==> src/msd_pkg.sv <==
package msd_pkg;

    // register offsets on the apb bus (byte addresses)
    localparam logic [7:0] MSD_OFF_MICRO = 8'h00;
    localparam logic [7:0] MSD_OFF_FLAGS = 8'h04;
    localparam logic [7:0] MSD_OFF_REG_SEL = 8'h08;
    localparam logic [7:0] MSD_OFF_REG_DATA = 8'h0C;
    localparam logic [7:0] MSD_OFF_STATUS = 8'h10;

    // microinstruction fields
    localparam int MSD_B_MSB = 7;
    localparam int MSD_B_LSB = 4;
    localparam int MSD_A_MSB = 3;
    localparam int MSD_A_LSB = 0;
    localparam int MSD_FLAGGED_BIT = 8;
    localparam int MSD_WORD_BIT = 9;
    localparam int MSD_ZERO_BIT = 10;
    localparam int MSD_BORROW_BIT = 11;
    localparam logic [3:0] MSD_GROUP = 4'hB;

    // flags register layout
    localparam int MSD_FL_C = 0;
    localparam int MSD_FL_V = 1;
    localparam int MSD_FL_Z = 2;
    localparam int MSD_FL_N = 3;
    localparam int MSD_FL_HIGH_CARRY = 4;
    localparam int MSD_FL_LOW_DIGIT_CARRY = 5;
    localparam int MSD_FL_BYTE_ZERO = 6;
    localparam int MSD_FL_BYTE_NEGATIVE = 7;

    // status register layout
    localparam int MSD_ST_BUSY = 0;
    localparam int MSD_ST_ILLEGAL = 1;

    localparam logic [15:0] MSD_MICRO_RESET = 16'h0000;
    localparam logic [7:0] MSD_FLAGS_RESET = 8'h00;
    localparam logic [3:0] MSD_SEL_RESET = 4'h0;

    typedef enum logic [1:0]
    {
        MSD_IDLE = 2'b00,
        MSD_FETCH = 2'b01,
        MSD_EXEC = 2'b11
    } msd_state_t;

endpackage

==> src/msd_rf_if.sv <==
`timescale 1ns/1ps

interface msd_rf_if;
    logic [3:0] addr_a;
    logic [3:0] addr_b;
    logic [15:0] rdata_a;
    logic [15:0] rdata_b;
    logic [3:0] waddr;
    logic [15:0] wdata;
    logic we_lo;
    logic we_hi;

    modport ctrl
    (
        output addr_a,
        output addr_b,
        input rdata_a,
        input rdata_b,
        output waddr,
        output wdata,
        output we_lo,
        output we_hi
    );

    modport mem
    (
        input addr_a,
        input addr_b,
        output rdata_a,
        output rdata_b,
        input waddr,
        input wdata,
        input we_lo,
        input we_hi
    );
endinterface

==> src/msd_regfile.sv <==
`timescale 1ns/1ps

module msd_regfile
(
    input wire logic pclk,
    input wire logic presetn,
    msd_rf_if.mem rf
);

    logic [7:0] mem [0:15];

    // a pair is the addressed register and the next higher one, wrapping at 15
    wire [3:0] next_a = rf.addr_a + 4'h1;
    wire [3:0] next_b = rf.addr_b + 4'h1;
    wire [3:0] next_w = rf.waddr + 4'h1;

    always_ff @(posedge pclk)
    begin
        if (rf.we_lo)
            mem[rf.waddr] <= rf.wdata[7:0];
        if (rf.we_hi)
            mem[next_w] <= rf.wdata[15:8];
    end

    always_ff @(posedge pclk or negedge presetn)
    begin
        if (!presetn)
        begin
            rf.rdata_a <= 16'h0000;
            rf.rdata_b <= 16'h0000;
        end
        else
        begin
            rf.rdata_a <= {mem[next_a], mem[rf.addr_a]};
            rf.rdata_b <= {mem[next_b], mem[rf.addr_b]};
        end
    end

endmodule

==> src/msd_datapath.sv <==
`timescale 1ns/1ps

// Operation
// RULE1 - byte subtract: a_register minus b_register into a_register; bit 8 selects flagged form
// RULE2 - byte subtract with borrow: a minus b minus C, 8 bits, into a_register
// RULE3 - word subtract, even B: A pair minus B pair into A pair; B pair untouched
// RULE4 - word subtract, odd B: single b_register sign-extended through 8 upper bits
// RULE5 - word subtract with borrow: A pair minus B pair minus C, 16 bits
// RULE6 - word subtract with borrow, odd B: widened b_register minus C; B pair untouched
// RULE7 - every subtract updates byte_negative, byte_zero, low_digit_carry, high_carry
// RULE8 - byte forms: byte_negative on negative 8-bit result, byte_zero on zero
// RULE9 - word forms: byte_negative on negative 16-bit result, byte_zero on zero
// RULE10 - low_digit_carry is the carry out of bit 3
// RULE11 - high_carry is the carry out of the most significant position
// RULE12 - only flagged forms update N Z V C; plain forms keep them
// RULE13 - flagged forms: N on negative result, Z on zero result
// RULE14 - flagged forms: V on two's-complement overflow
// RULE15 - flagged forms: C set on borrow, cleared otherwise
// RULE16 - B field is bits 7..4, A field bits 3..0; pair is register and next
// RULE17 - high_carry comes from one adder: a plus not b plus inverted borrow-in; low_digit_carry comes from a second nibble adder
module msd_datapath
(
    input wire logic pclk,
    input wire logic presetn,
    input wire logic psel,
    input wire logic penable,
    input wire logic pwrite,
    input wire logic [7:0] paddr,
    input wire logic [31:0] pwdata,
    output logic [31:0] prdata,
    output logic pready,
    output logic pslverr
);

    ////////////////////////////////////////////////////////////////////////////

    // a + b + cin on 16 bits, carry out in bit 16
    function automatic logic [16:0] msd_add(input logic [15:0] a, input logic [15:0] b, input logic cin);
        msd_add = {1'b0, a} + {1'b0, b} + {16'h0000, cin};
    endfunction

    // two's-complement overflow of a subtract: operand signs differ, result sign differs from a
    function automatic logic msd_ovf(input logic a_msb, input logic b_msb, input logic r_msb);
        msd_ovf = (a_msb != b_msb) && (r_msb != a_msb);
    endfunction

    ////////////////////////////////////////////////////////////////////////////

    msd_rf_if rf ();

    msd_regfile u_regfile
    (
        .pclk(pclk),
        .presetn(presetn),
        .rf(rf.mem)
    );

    msd_pkg::msd_state_t state;
    msd_pkg::msd_state_t next_state;
    logic [15:0] micro;
    logic [7:0] flags;
    logic [3:0] reg_sel;
    logic illegal;

    ////////////////////////////////////////////////////////////////////////////
    // apb decode

    wire access = psel && penable;
    wire idle = (state == msd_pkg::MSD_IDLE);
    wire hit_micro = (paddr == msd_pkg::MSD_OFF_MICRO);
    wire hit_flags = (paddr == msd_pkg::MSD_OFF_FLAGS);
    wire hit_sel = (paddr == msd_pkg::MSD_OFF_REG_SEL);
    wire hit_data = (paddr == msd_pkg::MSD_OFF_REG_DATA);
    wire hit_status = (paddr == msd_pkg::MSD_OFF_STATUS);
    wire mapped = hit_micro || hit_flags || hit_sel || hit_data || hit_status;

    // every access waits out a running microinstruction so software never
    // sees half-updated registers or flags
    assign pready = idle;
    assign pslverr = access && idle && !mapped;

    wire done = access && idle;
    wire wr_micro = done && pwrite && hit_micro;
    wire wr_flags = done && pwrite && hit_flags;
    wire wr_sel = done && pwrite && hit_sel;
    wire wr_data = done && pwrite && hit_data;

    ////////////////////////////////////////////////////////////////////////////
    // microinstruction decode

    wire [15:0] new_micro = pwdata[15:0];
    wire new_valid = (new_micro[15:12] == msd_pkg::MSD_GROUP) && !new_micro[msd_pkg::MSD_ZERO_BIT];

    wire [3:0] field_b = micro[msd_pkg::MSD_B_MSB:msd_pkg::MSD_B_LSB]; // RULE16
    wire [3:0] field_a = micro[msd_pkg::MSD_A_MSB:msd_pkg::MSD_A_LSB]; // RULE16
    wire op_word = micro[msd_pkg::MSD_WORD_BIT];
    wire op_borrow = micro[msd_pkg::MSD_BORROW_BIT];
    wire op_flagged = micro[msd_pkg::MSD_FLAGGED_BIT];

    ////////////////////////////////////////////////////////////////////////////
    // register file addressing: the microinstruction while busy, the software
    // selector while idle so register data is ready to read

    assign rf.addr_a = idle ? reg_sel : field_a;
    assign rf.addr_b = idle ? reg_sel : field_b;

    wire [15:0] a_pair = rf.rdata_a;
    wire [15:0] b_pair = rf.rdata_b;

    // odd B on a word op uses one register widened by its sign
    wire [15:0] b_wide = {{8{b_pair[7]}}, b_pair[7:0]}; // RULE4 RULE6
    wire [15:0] b_word = field_b[0] ? b_wide : b_pair; // RULE3 RULE4
    wire [15:0] b_oper = op_word ? b_word : {8'h00, b_pair[7:0]};
    wire [15:0] a_oper = op_word ? a_pair : {8'h00, a_pair[7:0]};

    ////////////////////////////////////////////////////////////////////////////
    // two adders, word and low nibble: a + ~b + carry-in, carry-in is the inverted borrow

    wire carry_in = op_borrow ? !flags[msd_pkg::MSD_FL_C] : 1'b1; // RULE2 RULE5 RULE17
    wire [15:0] b_inv = op_word ? ~b_oper : {8'h00, ~b_oper[7:0]};
    wire [16:0] sum_word = msd_add(a_oper, b_inv, carry_in); // RULE17
    wire [16:0] sum_nib = msd_add({12'h000, a_oper[3:0]}, {12'h000, b_inv[3:0]}, carry_in); // RULE17

    wire [15:0] diff = op_word ? sum_word[15:0] : {8'h00, sum_word[7:0]}; // RULE1 RULE3 RULE5
    wire carry_top = op_word ? sum_word[16] : sum_word[8]; // RULE11
    wire carry_low = sum_nib[4]; // RULE10
    wire res_neg = op_word ? diff[15] : diff[7]; // RULE8 RULE9
    wire res_zero = op_word ? (diff == 16'h0000) : (diff[7:0] == 8'h00); // RULE8 RULE9
    wire a_msb = op_word ? a_oper[15] : a_oper[7];
    wire b_msb = op_word ? b_oper[15] : b_oper[7];
    wire res_ovf = msd_ovf(a_msb, b_msb, res_neg); // RULE14

    wire exec = (state == msd_pkg::MSD_EXEC);

    ////////////////////////////////////////////////////////////////////////////
    // register file writes: result into a_register (pair), software data byte

    // byte forms write a_register only; word forms write the a pair and never
    // the b pair
    assign rf.waddr = exec ? field_a : reg_sel;
    assign rf.wdata = exec ? diff : {8'h00, pwdata[7:0]};
    assign rf.we_lo = (exec) || wr_data; // RULE1 RULE2
    assign rf.we_hi = exec && op_word; // RULE3 RULE5 RULE6

    ////////////////////////////////////////////////////////////////////////////
    // flags update

    logic [7:0] next_flags;

    always_comb
    begin
        next_flags = flags;
        if (wr_flags)
            next_flags = pwdata[7:0];
        if (exec)
        begin
            next_flags[msd_pkg::MSD_FL_BYTE_NEGATIVE] = res_neg; // RULE7 RULE8 RULE9
            next_flags[msd_pkg::MSD_FL_BYTE_ZERO] = res_zero; // RULE7 RULE8 RULE9
            next_flags[msd_pkg::MSD_FL_LOW_DIGIT_CARRY] = carry_low; // RULE7 RULE10
            next_flags[msd_pkg::MSD_FL_HIGH_CARRY] = carry_top; // RULE7 RULE11
            if (op_flagged) // RULE12
            begin
                next_flags[msd_pkg::MSD_FL_N] = res_neg; // RULE13
                next_flags[msd_pkg::MSD_FL_Z] = res_zero; // RULE13
                next_flags[msd_pkg::MSD_FL_V] = res_ovf; // RULE14
                next_flags[msd_pkg::MSD_FL_C] = !carry_top; // RULE15
            end
        end
    end

    ////////////////////////////////////////////////////////////////////////////
    // sequencer: fetch reads both pairs, exec writes result and flags

    always_comb
    begin
        case (state)
            msd_pkg::MSD_IDLE:
                next_state = (wr_micro && new_valid) ? msd_pkg::MSD_FETCH : msd_pkg::MSD_IDLE;
            msd_pkg::MSD_FETCH:
                next_state = msd_pkg::MSD_EXEC;
            msd_pkg::MSD_EXEC:
                next_state = msd_pkg::MSD_IDLE;
            default:
                next_state = msd_pkg::MSD_IDLE;
        endcase
    end

    always_ff @(posedge pclk or negedge presetn)
    begin
        if (!presetn)
            state <= msd_pkg::MSD_IDLE;
        else
            state <= next_state;
    end

    always_ff @(posedge pclk or negedge presetn)
    begin
        if (!presetn)
            flags <= msd_pkg::MSD_FLAGS_RESET;
        else
            flags <= next_flags;
    end

    always_ff @(posedge pclk or negedge presetn)
    begin
        if (!presetn)
            micro <= msd_pkg::MSD_MICRO_RESET;
        else if (wr_micro)
            micro <= new_micro;
    end

    // an unsupported opcode is not executed; the flag holds until the next microinstruction write
    always_ff @(posedge pclk or negedge presetn)
    begin
        if (!presetn)
            illegal <= 1'b0;
        else if (wr_micro)
            illegal <= !new_valid;
    end

    always_ff @(posedge pclk or negedge presetn)
    begin
        if (!presetn)
            reg_sel <= msd_pkg::MSD_SEL_RESET;
        else if (wr_sel)
            reg_sel <= pwdata[3:0];
    end

    ////////////////////////////////////////////////////////////////////////////
    // read data, registered at the edge before the access edge

    logic [31:0] rd_mux;

    // the read view looks one edge ahead: prdata is latched at the edge before the
    // access edge, which for a read that waited out a microinstruction is the edge
    // at which the flags are written and the sequencer goes idle
    wire [7:0] flags_view = next_flags; // RULE7 RULE12
    wire busy_view = (next_state != msd_pkg::MSD_IDLE);

    always_comb
    begin
        rd_mux = 32'h0000_0000;
        if (hit_micro)
            rd_mux = {16'h0000, micro};
        else if (hit_flags)
            rd_mux = {24'h00_0000, flags_view};
        else if (hit_sel)
            rd_mux = {28'h000_0000, reg_sel};
        else if (hit_data)
            rd_mux = {24'h00_0000, rf.rdata_a[7:0]};
        else if (hit_status)
            rd_mux = {30'h0000_0000, illegal, busy_view};
    end

    // prdata follows the read mux during setup so it is valid at the access edge
    // limitation: register data reaches the mux one cycle after the selector or an
    // execution changes it, so a data read needs an idle cycle after either
    always_ff @(posedge pclk or negedge presetn)
    begin
        if (!presetn)
            prdata <= 32'h0000_0000;
        else if (psel && !pwrite)
            prdata <= rd_mux;
    end

endmodule

==> config.mk <==
export PLATFORM = sky130hd
export DESIGN_NAME = msd_datapath
export DESIGN_NICKNAME = d
export VERILOG_FILES = /design/src/msd_pkg.sv /design/src/msd_rf_if.sv /design/src/msd_regfile.sv /design/src/msd_datapath.sv
export SDC_FILE = /design/constraint.sdc
export NUM_CORES = 1
export LEC_CHECK = 0
export BUFFER_PORTS_ARGS = -buffer_cell sky130_fd_sc_hd__buf_2
export CAP_MARGIN = 10
export CORE_AREA = 2 2 248 152
export CTS_CLUSTER_DIAMETER = 30
export DETAILED_ROUTE_END_ITERATION = 6
export DIE_AREA = 0 0 250 154
export GPL_TIMING_DRIVEN = 1
export PLACE_DENSITY = 0.59
export SETUP_SLACK_MARGIN = 0.02
export SYNTH_ARGS = -nofsm -noshare
export SYNTH_HDL_FRONTEND = slang
export SYNTH_SLANG_ARGS = --single-unit
==> constraint.sdc <==
create_clock -name pclk -period 3.65 [get_ports pclk]
set_clock_uncertainty 0.05 [all_clocks]
set_input_delay 0.365 -clock pclk [delete_from_list [all_inputs] [get_ports pclk]]
set_output_delay 0.365 -clock pclk [all_outputs]
set_load 0.01 [all_outputs]
# Word-level counts from Yosys, hierarchy flattened

Memories as Yosys holds them, arrays and structs flattened. A register that Yosys moved wholly into a read port is not among the register bits.
Index checks and enable logic that the tools add are counted.

Latch bits: 0
ROM bits: 0
Memories kept: 1
Logic and storage cells: 87
Memory bits (writable): 128
Input bits: 45
Register bits: 63
Output and inout port bits: 34

Memory list:

| name          | depth | bits a word | rd ports | clocked after memory_dff | write ports | line              | text |
|---|---|---|---|---|---|---|---|
| u_regfile.mem | 16    | 8           | 4        | 4                        | 2           | msd_regfile.sv:10 | `logic [7:0] mem [0:15];` |

$add $sub $neg: 7
Shift operators: 0
Order comparisons: 0
Reductions and logical operators: 33
Multiply operators: 0
Divide/modulo/power cells: 0
Bitwise logic cells: 2
Equal/unequal tests: 9
Mux-type cells: 29

Operators by type and width:

| operator              | number |
|---|---|
| $mux W16              | 7 |
| $mux W8               | 5 |
| $add A16 B16 Y17      | 1 |
| $add A17 B1 Y17       | 1 |
| $eq A8 B4 Y1 const B  | 2 |
| $logic_not A16 Y1     | 1 |
| $logic_not A8 Y1      | 2 |
| $mux W4               | 4 |
| $not A16 Y16          | 1 |
| $logic_and A1 B1 Y1   | 13 |
| $add A4 B1 Y4 const B | 3 |
| $mux W1               | 11 |
| $logic_not A1 Y1      | 10 |
| $eq A8 B3 Y1 const B  | 1 |
| $eq A8 B5 Y1 const B  | 1 |
| $not A8 Y8            | 1 |
| $add A4 B4 Y5         | 1 |
| $add A5 B1 Y5         | 1 |
| $logic_or A1 B1 Y1    | 5 |
| $eq A4 B4 Y1 const B  | 1 |
| $pmux W2 S2           | 1 |
| $eq A2 B1 Y1 const B  | 1 |
| $eq A2 B2 Y1 const B  | 1 |
| $logic_not A2 Y1      | 1 |
| other kinds (3)       | 4 |

# Depth between registers and ports, before layout

Depth in word-level cells: 14
Gate-level depth with buffers: 16
Gate-level depth less buffers: 12

# By module

From an unflattened synthesis, not the netlist that was laid out.

Cells, all modules: 1328
Area, all modules: 14707.9 µm²

Modules (own cells, without submodules):

| module       | times used | cells each | area each (µm²) |
|---|---|---|---|
| msd_regfile  | 1          | 860        | 10809.1 |
| msd_datapath | 1          | 468        | 3898.7 |

# Worst setup path after synthesis

OpenSTA, ideal clock, no wires.

Path type: register -> register
Start: register micro[9]
End: memory u_regfile.mem[14][7] (data pin)
Setup slack: -42 ps
Required time: 3324 ps
Buffers on the path: 5
Data arrival time: 3366 ps
Cell stages (with the launch flop): 15
Setup time: 276 ps
Path through: dfrtp_1 > clkbuf_1 > clkbuf_1 > clkbuf_1 > nand2_1 > a21oi_1 > ha_1 > clkbuf_1 > a21oi_1 > o22a_1 > nand2_1 > or4_1 > nand4_1 > clkbuf_1 > mux2i_1

RTL lines:

| what                   | line                | text |
|---|---|---|
| start, declared        | msd_datapath.sv:60  | `logic [15:0] micro;` |
| start signal, assigned | msd_datapath.sv:207 | `micro <= msd_pkg::MSD_MICRO_RESET;` |
| start signal, assigned | msd_datapath.sv:209 | `micro <= new_micro;` |
| end, declared          | msd_regfile.sv:10   |  |

# Worst setup path in the final report

Start: register micro[11]
End: register prdata[2]

Longest elaborated chain between the ends: 9

Ends and longest elaborated chain:

| what                                                  | line                | text |
|---|---|---|
| $mux W1 *                                             | msd_datapath.sv:119 | `wire carry_in = op_borrow ? !flags[msd_pkg::MSD_FL_C] : 1'b1;` |
| $add A17 B1 Y17 *                                     | msd_datapath.sv:39  | `msd_add = {1'b0, a} + {1'b0, b} + {16'h0000, cin};` |
| $mux W16 *                                            | msd_datapath.sv:124 | `wire [15:0] diff = op_word ? sum_word[15:0] : {8'h00, sum_word[7:0]};` |
| $logic_not A16 Y1 or $logic_not A8 Y1 (tied branches) | msd_datapath.sv:128 | `wire res_zero = op_word ? (diff == 16'h0000) : (diff[7:0] == 8'h00);` |
| $mux W1 *                                             | msd_datapath.sv:128 |  |
| $mux W4 *                                             | msd_datapath.sv:161 | `if (op_flagged)` |
| $mux W8 *                                             | msd_datapath.sv:155 | `if (exec)` |
| via flags_view[2]                                     | msd_datapath.sv:237 | `wire [7:0] flags_view = next_flags;` |
| $mux W8 *                                             | msd_datapath.sv:245 | `else if (hit_flags)` |
| $mux W16 *                                            | msd_datapath.sv:243 | `if (hit_micro)` |
| end signal, assigned                                  | msd_datapath.sv:263 | `prdata <= rd_mux;` |
| end, declared                                         | msd_datapath.sv:30  | `output logic [31:0] prdata,` |

Mark *: on every way through the listed nets, which the timed path passes. The rest lies on a longest branch.
A chain may end at the register's enable or synchronous reset.

==> flow_summary.yaml <==
die:
  die_area_um2: 38500
  pin_count: 79
  die_w_um: 250
  floorplan.rows: 54
  initial_core_util_pct: 39.9
  fp.dieH_um: 154
  coreArea_um2: 36100
synthesis:
  synthSimpleGateAreaFrac_pct: 18.6
  synth-seq-cells: 207
  synth-edff-count: 128
  synth.area.mux_share_pct: 22.4
  yosys_warnings: 0
  syn_inst: 1457
  synth_xor_area_share_pct: 0.548
  ys_types: 75
  synth_top_family_by_area: "multiplexers"
  syn_avg_cell_area_um2: 9.88
  syn_area_um2: 14400
  synthArstFlopShare_pct: 38.2
  synth_compound_area_share_pct: 11.9
  synthFlopType: "edfxtp_1"
  ys_seq_area_share_pct: 40.4
  synthAdderAreaFrac_pct: 1.76
timing:
  period_needed_ns: 3.54
  slew_viol_final: 0
  rsz0062_at_grt: "false"
  max_freq_ghz: 0.282
  setup-violations-final: 0
  period_share_pct: 97.1
  worst_pin_slew_ns: 1.06
  fin_setup_tns_ns: 0
  relSlewSlack_pct: 29.0
  finalHoldViolCount: 0
layout:
  layout_common_cells: "nand2_1, mux2i_1, edfxtp_1, buf_4, dfrtp_1"
  final_util_pct: 46.7
  layout_commonest_cell: "nand2_1"
  n_fill_cell: 3359
  n_antenna_cell: 0
  areaGrowthSynthToFinish_pct: 17.2
  drive_gt1_share_pct: 20.7
  nNetsFinal: 1610
  final_area_um2: 16900
global_route:
  grt.total_usage_pct: 26.6
  grt_pass1_wl_um: 76400
  grt_pass1_vias: 11700
  grt_start_max_net_pins: 97
  antenna_found_initial: 2
  overflow: 0
placement:
  portBuffers: 46
  detailed_place.area_um2: 15600
  dp_hpwl_um: 38300
  gp_congestion: 0.941
min_path:
  hold_depth: 2
  min_to: "micro[8]"
  hp-start: "pwdata[8]"
  hp-class: "input port to flip-flop"
detailed_routing:
  final_antenna_net_count: 0
  drt_iter0_markers: 1902
  postRouteWirelength_um: 51200
  remaining_drc_errors: 0
  dr_total_vias: 12700
  wl_per_cell_um: 25.0
  avgViaCountPerCell: 6.19
  drtPass1Iterations: 6
cts:
  cts_tree: "done"
  cts.clk_slew.worst_paths_ns: 0.06
  clk_latency_ns: 0.53
  root_buffer: "clkbuf_16"
  clock_sinks: 207
  numCtsBuffers: 37
  cts_buffer_depth: 3
  h-tree-depth: 2
setup_path:
  worst_ep_required_time_ns: 4.07
  crit_path_cell_trace: "and2_1 > fa_1 > nor2b_1 > o2111ai_1 > a21o_2 > o311ai_4 > or4b_4 > nor4_4 > a21o_2 > o221a_4"
  cp-start-kind: "flip-flop"
  cp.arrival_ns: 3.97
  cp_common_cell: "a21o_2"
  timing.rr.start: "micro[11]"
  slowest_stage: "or4b_4"
  reg2reg_slack_ns: 0.11
  r2r_end: "prdata[2]"
  path_class: "flip-flop to flip-flop"
  cp_max_fo: 6
  reg2reg_depth: 10
  endpoint_kind: "flip-flop"
  max_stage_delay_ns: 0.56
flow_run:
  max-cap-violations: 0
run_status:
  outcome: "finished clean"
power:
  p_leak_uw: 0.00743
  peakVddDrop_mv: 0.422
  p_per_area_nw_per_um2: 433
## cells by family (layout without fill, tap and decap cells)
kind of cell | count (synthesis) | count (layout)
DFF | 207 | 207
buffers and inverters | 140 | 243
and+or+nand+nor | 586 | 586
adders and majority gates | 19 | 19
xor gates and xnor gates | 9 | 9
muxes | 240 | 240
other | 1 | 16
AOI/OAI and AO/OA | 255 | 255
## synthesized netlist by cell type, drive strengths merged, types with 3 or more instances
cell type / count / share of area [%]
a21o: 7 / 0.39
mux2i: 158 / 11
inv: 22 / 0.57
buf: 44 / 1.8
o2111ai: 4 / 0.24
ha: 17 / 1.5
nand4: 7 / 0.30
and3: 40 / 1.7
nor2b: 22 / 0.96
nand3: 73 / 2.5
nor3b: 5 / 0.26
a21oi: 80 / 2.9
clkbuf: 71 / 1.9
a311oi: 33 / 2.0
or3: 19 / 0.83
nand3b: 5 / 0.26
nand2b: 6 / 0.26
clkinv: 3 / 0.078
nand2: 349 / 9.1
o211ai: 3 / 0.16
mux4: 64 / 10
a31oi: 24 / 1.1
o21ai: 44 / 1.5
xnor2: 5 / 0.30
o21a: 3 / 0.16
a21boi: 3 / 0.16
nor2: 30 / 0.83
dfrtp: 79 / 14
mux2: 18 / 1.4
a211oi: 24 / 1.3
nor4: 3 / 0.23
and2: 16 / 0.70
nor3: 6 / 0.21
xor2: 4 / 0.24
a221oi: 4 / 0.24
edfxtp: 128 / 27
## worst max-delay path, delay by kind of cell, from the launching register on
| family | cells | cell delay (ns) |
|---|---|---|
| AO/OA/AOI/OAI | 5 | 1.25 |
| adder cells (fa/ha/maj) | 1 | 0.41 |
| flip-flops | 1 | 0.38 |
| AND/OR/NAND/NOR | 4 | 1.39 |
## registers in the layout (all words and copies together) (netlist names)
register	flops
flags	8
illegal	1
micro	16
prdata	16
reg_sel	4
state	2
u_regfile.mem	128
u_regfile.rf.rdata_a	16
u_regfile.rf.rdata_b	16
## cell type report
| type | instances | area, um2 | share of cell area [%] |
|---|---|---|---|
| Clock buffer | 42 | 1030 | 6.11 |
| Clock inverter | 26 | 221 | 1.31 |
| Inverter | 25 | 97.6 | 0.579 |
| Multi-Input combinational cell | 1125 | 8050 | 47.7 |
| Sequential cell | 207 | 5820 | 34.5 |
| Tap cell | 476 | 596 | 3.53 |
| Timing Repair Buffer | 150 | 1050 | 6.21 |
## power breakdown
group | leakage, uW | total (uW) | switching, uW | internal [uW]
clock network | 0.000624 | 3480 | 1340 | 2140
registers | 0.00212 | 2580 | 40.7 | 2540
logic | 0.00468 | 1240 | 813 | 430
total | 0.00743 | 7300 | 2190 | 5110
## per-stage QoR
step | setup WS (ns) | cells | total power [uW] | hold WS, ns
after CTS | 0.111 | 2050 | 7290 | 0.0137
after global routing | 0.0175 | 2051 | 7540 | 0.0265
final | 0.106 | 2051 | 7300 | 0.0277
after floorplan | 0.0310 | 1472 | 3360 | 0.0194
after global placement | 0.195 | 1980 | 3810 | 0.404
after detailed placement | 0.146 | 1980 | 3820 | 0.410
## repair_timing
| action | in CTS | in global routing |
|---|---|---|
| gates resized for setup | 0 | 4 |
| hold buffers | 2 | 0 |
| setup endpoints to repair | 0 | 22 |
| hold endpoints to repair | 61 | 0 |
| setup buffers | 0 | 1 |
## per-layer routing
layer / track usage, % / up-vias / routed length, um
met5: 0 / - / 26
met4: 4.42 / 4 / 648
met3: 9.06 / 72 / 7250
met2: 34.0 / 749 / 19300
met1: 42.4 / 6291 / 23900
li1: - / 5576 / -
## worst max path at each step
stage | from | end | slack (ns) | cells past startpoint
floorplan | micro[9] | u_regfile.mem[14][7] | 0.03 | 14
global placement | micro[11] | prdata[2] | 0.19 | 12
detailed placement | micro[11] | prdata[2] | 0.15 | 12
CTS | micro[11] | prdata[6] | 0.11 | 12
global route | micro[11] | prdata[6] | 0.02 | 12
finish | micro[11] | prdata[2] | 0.11 | 10
(Power assumes the default switching activity.)
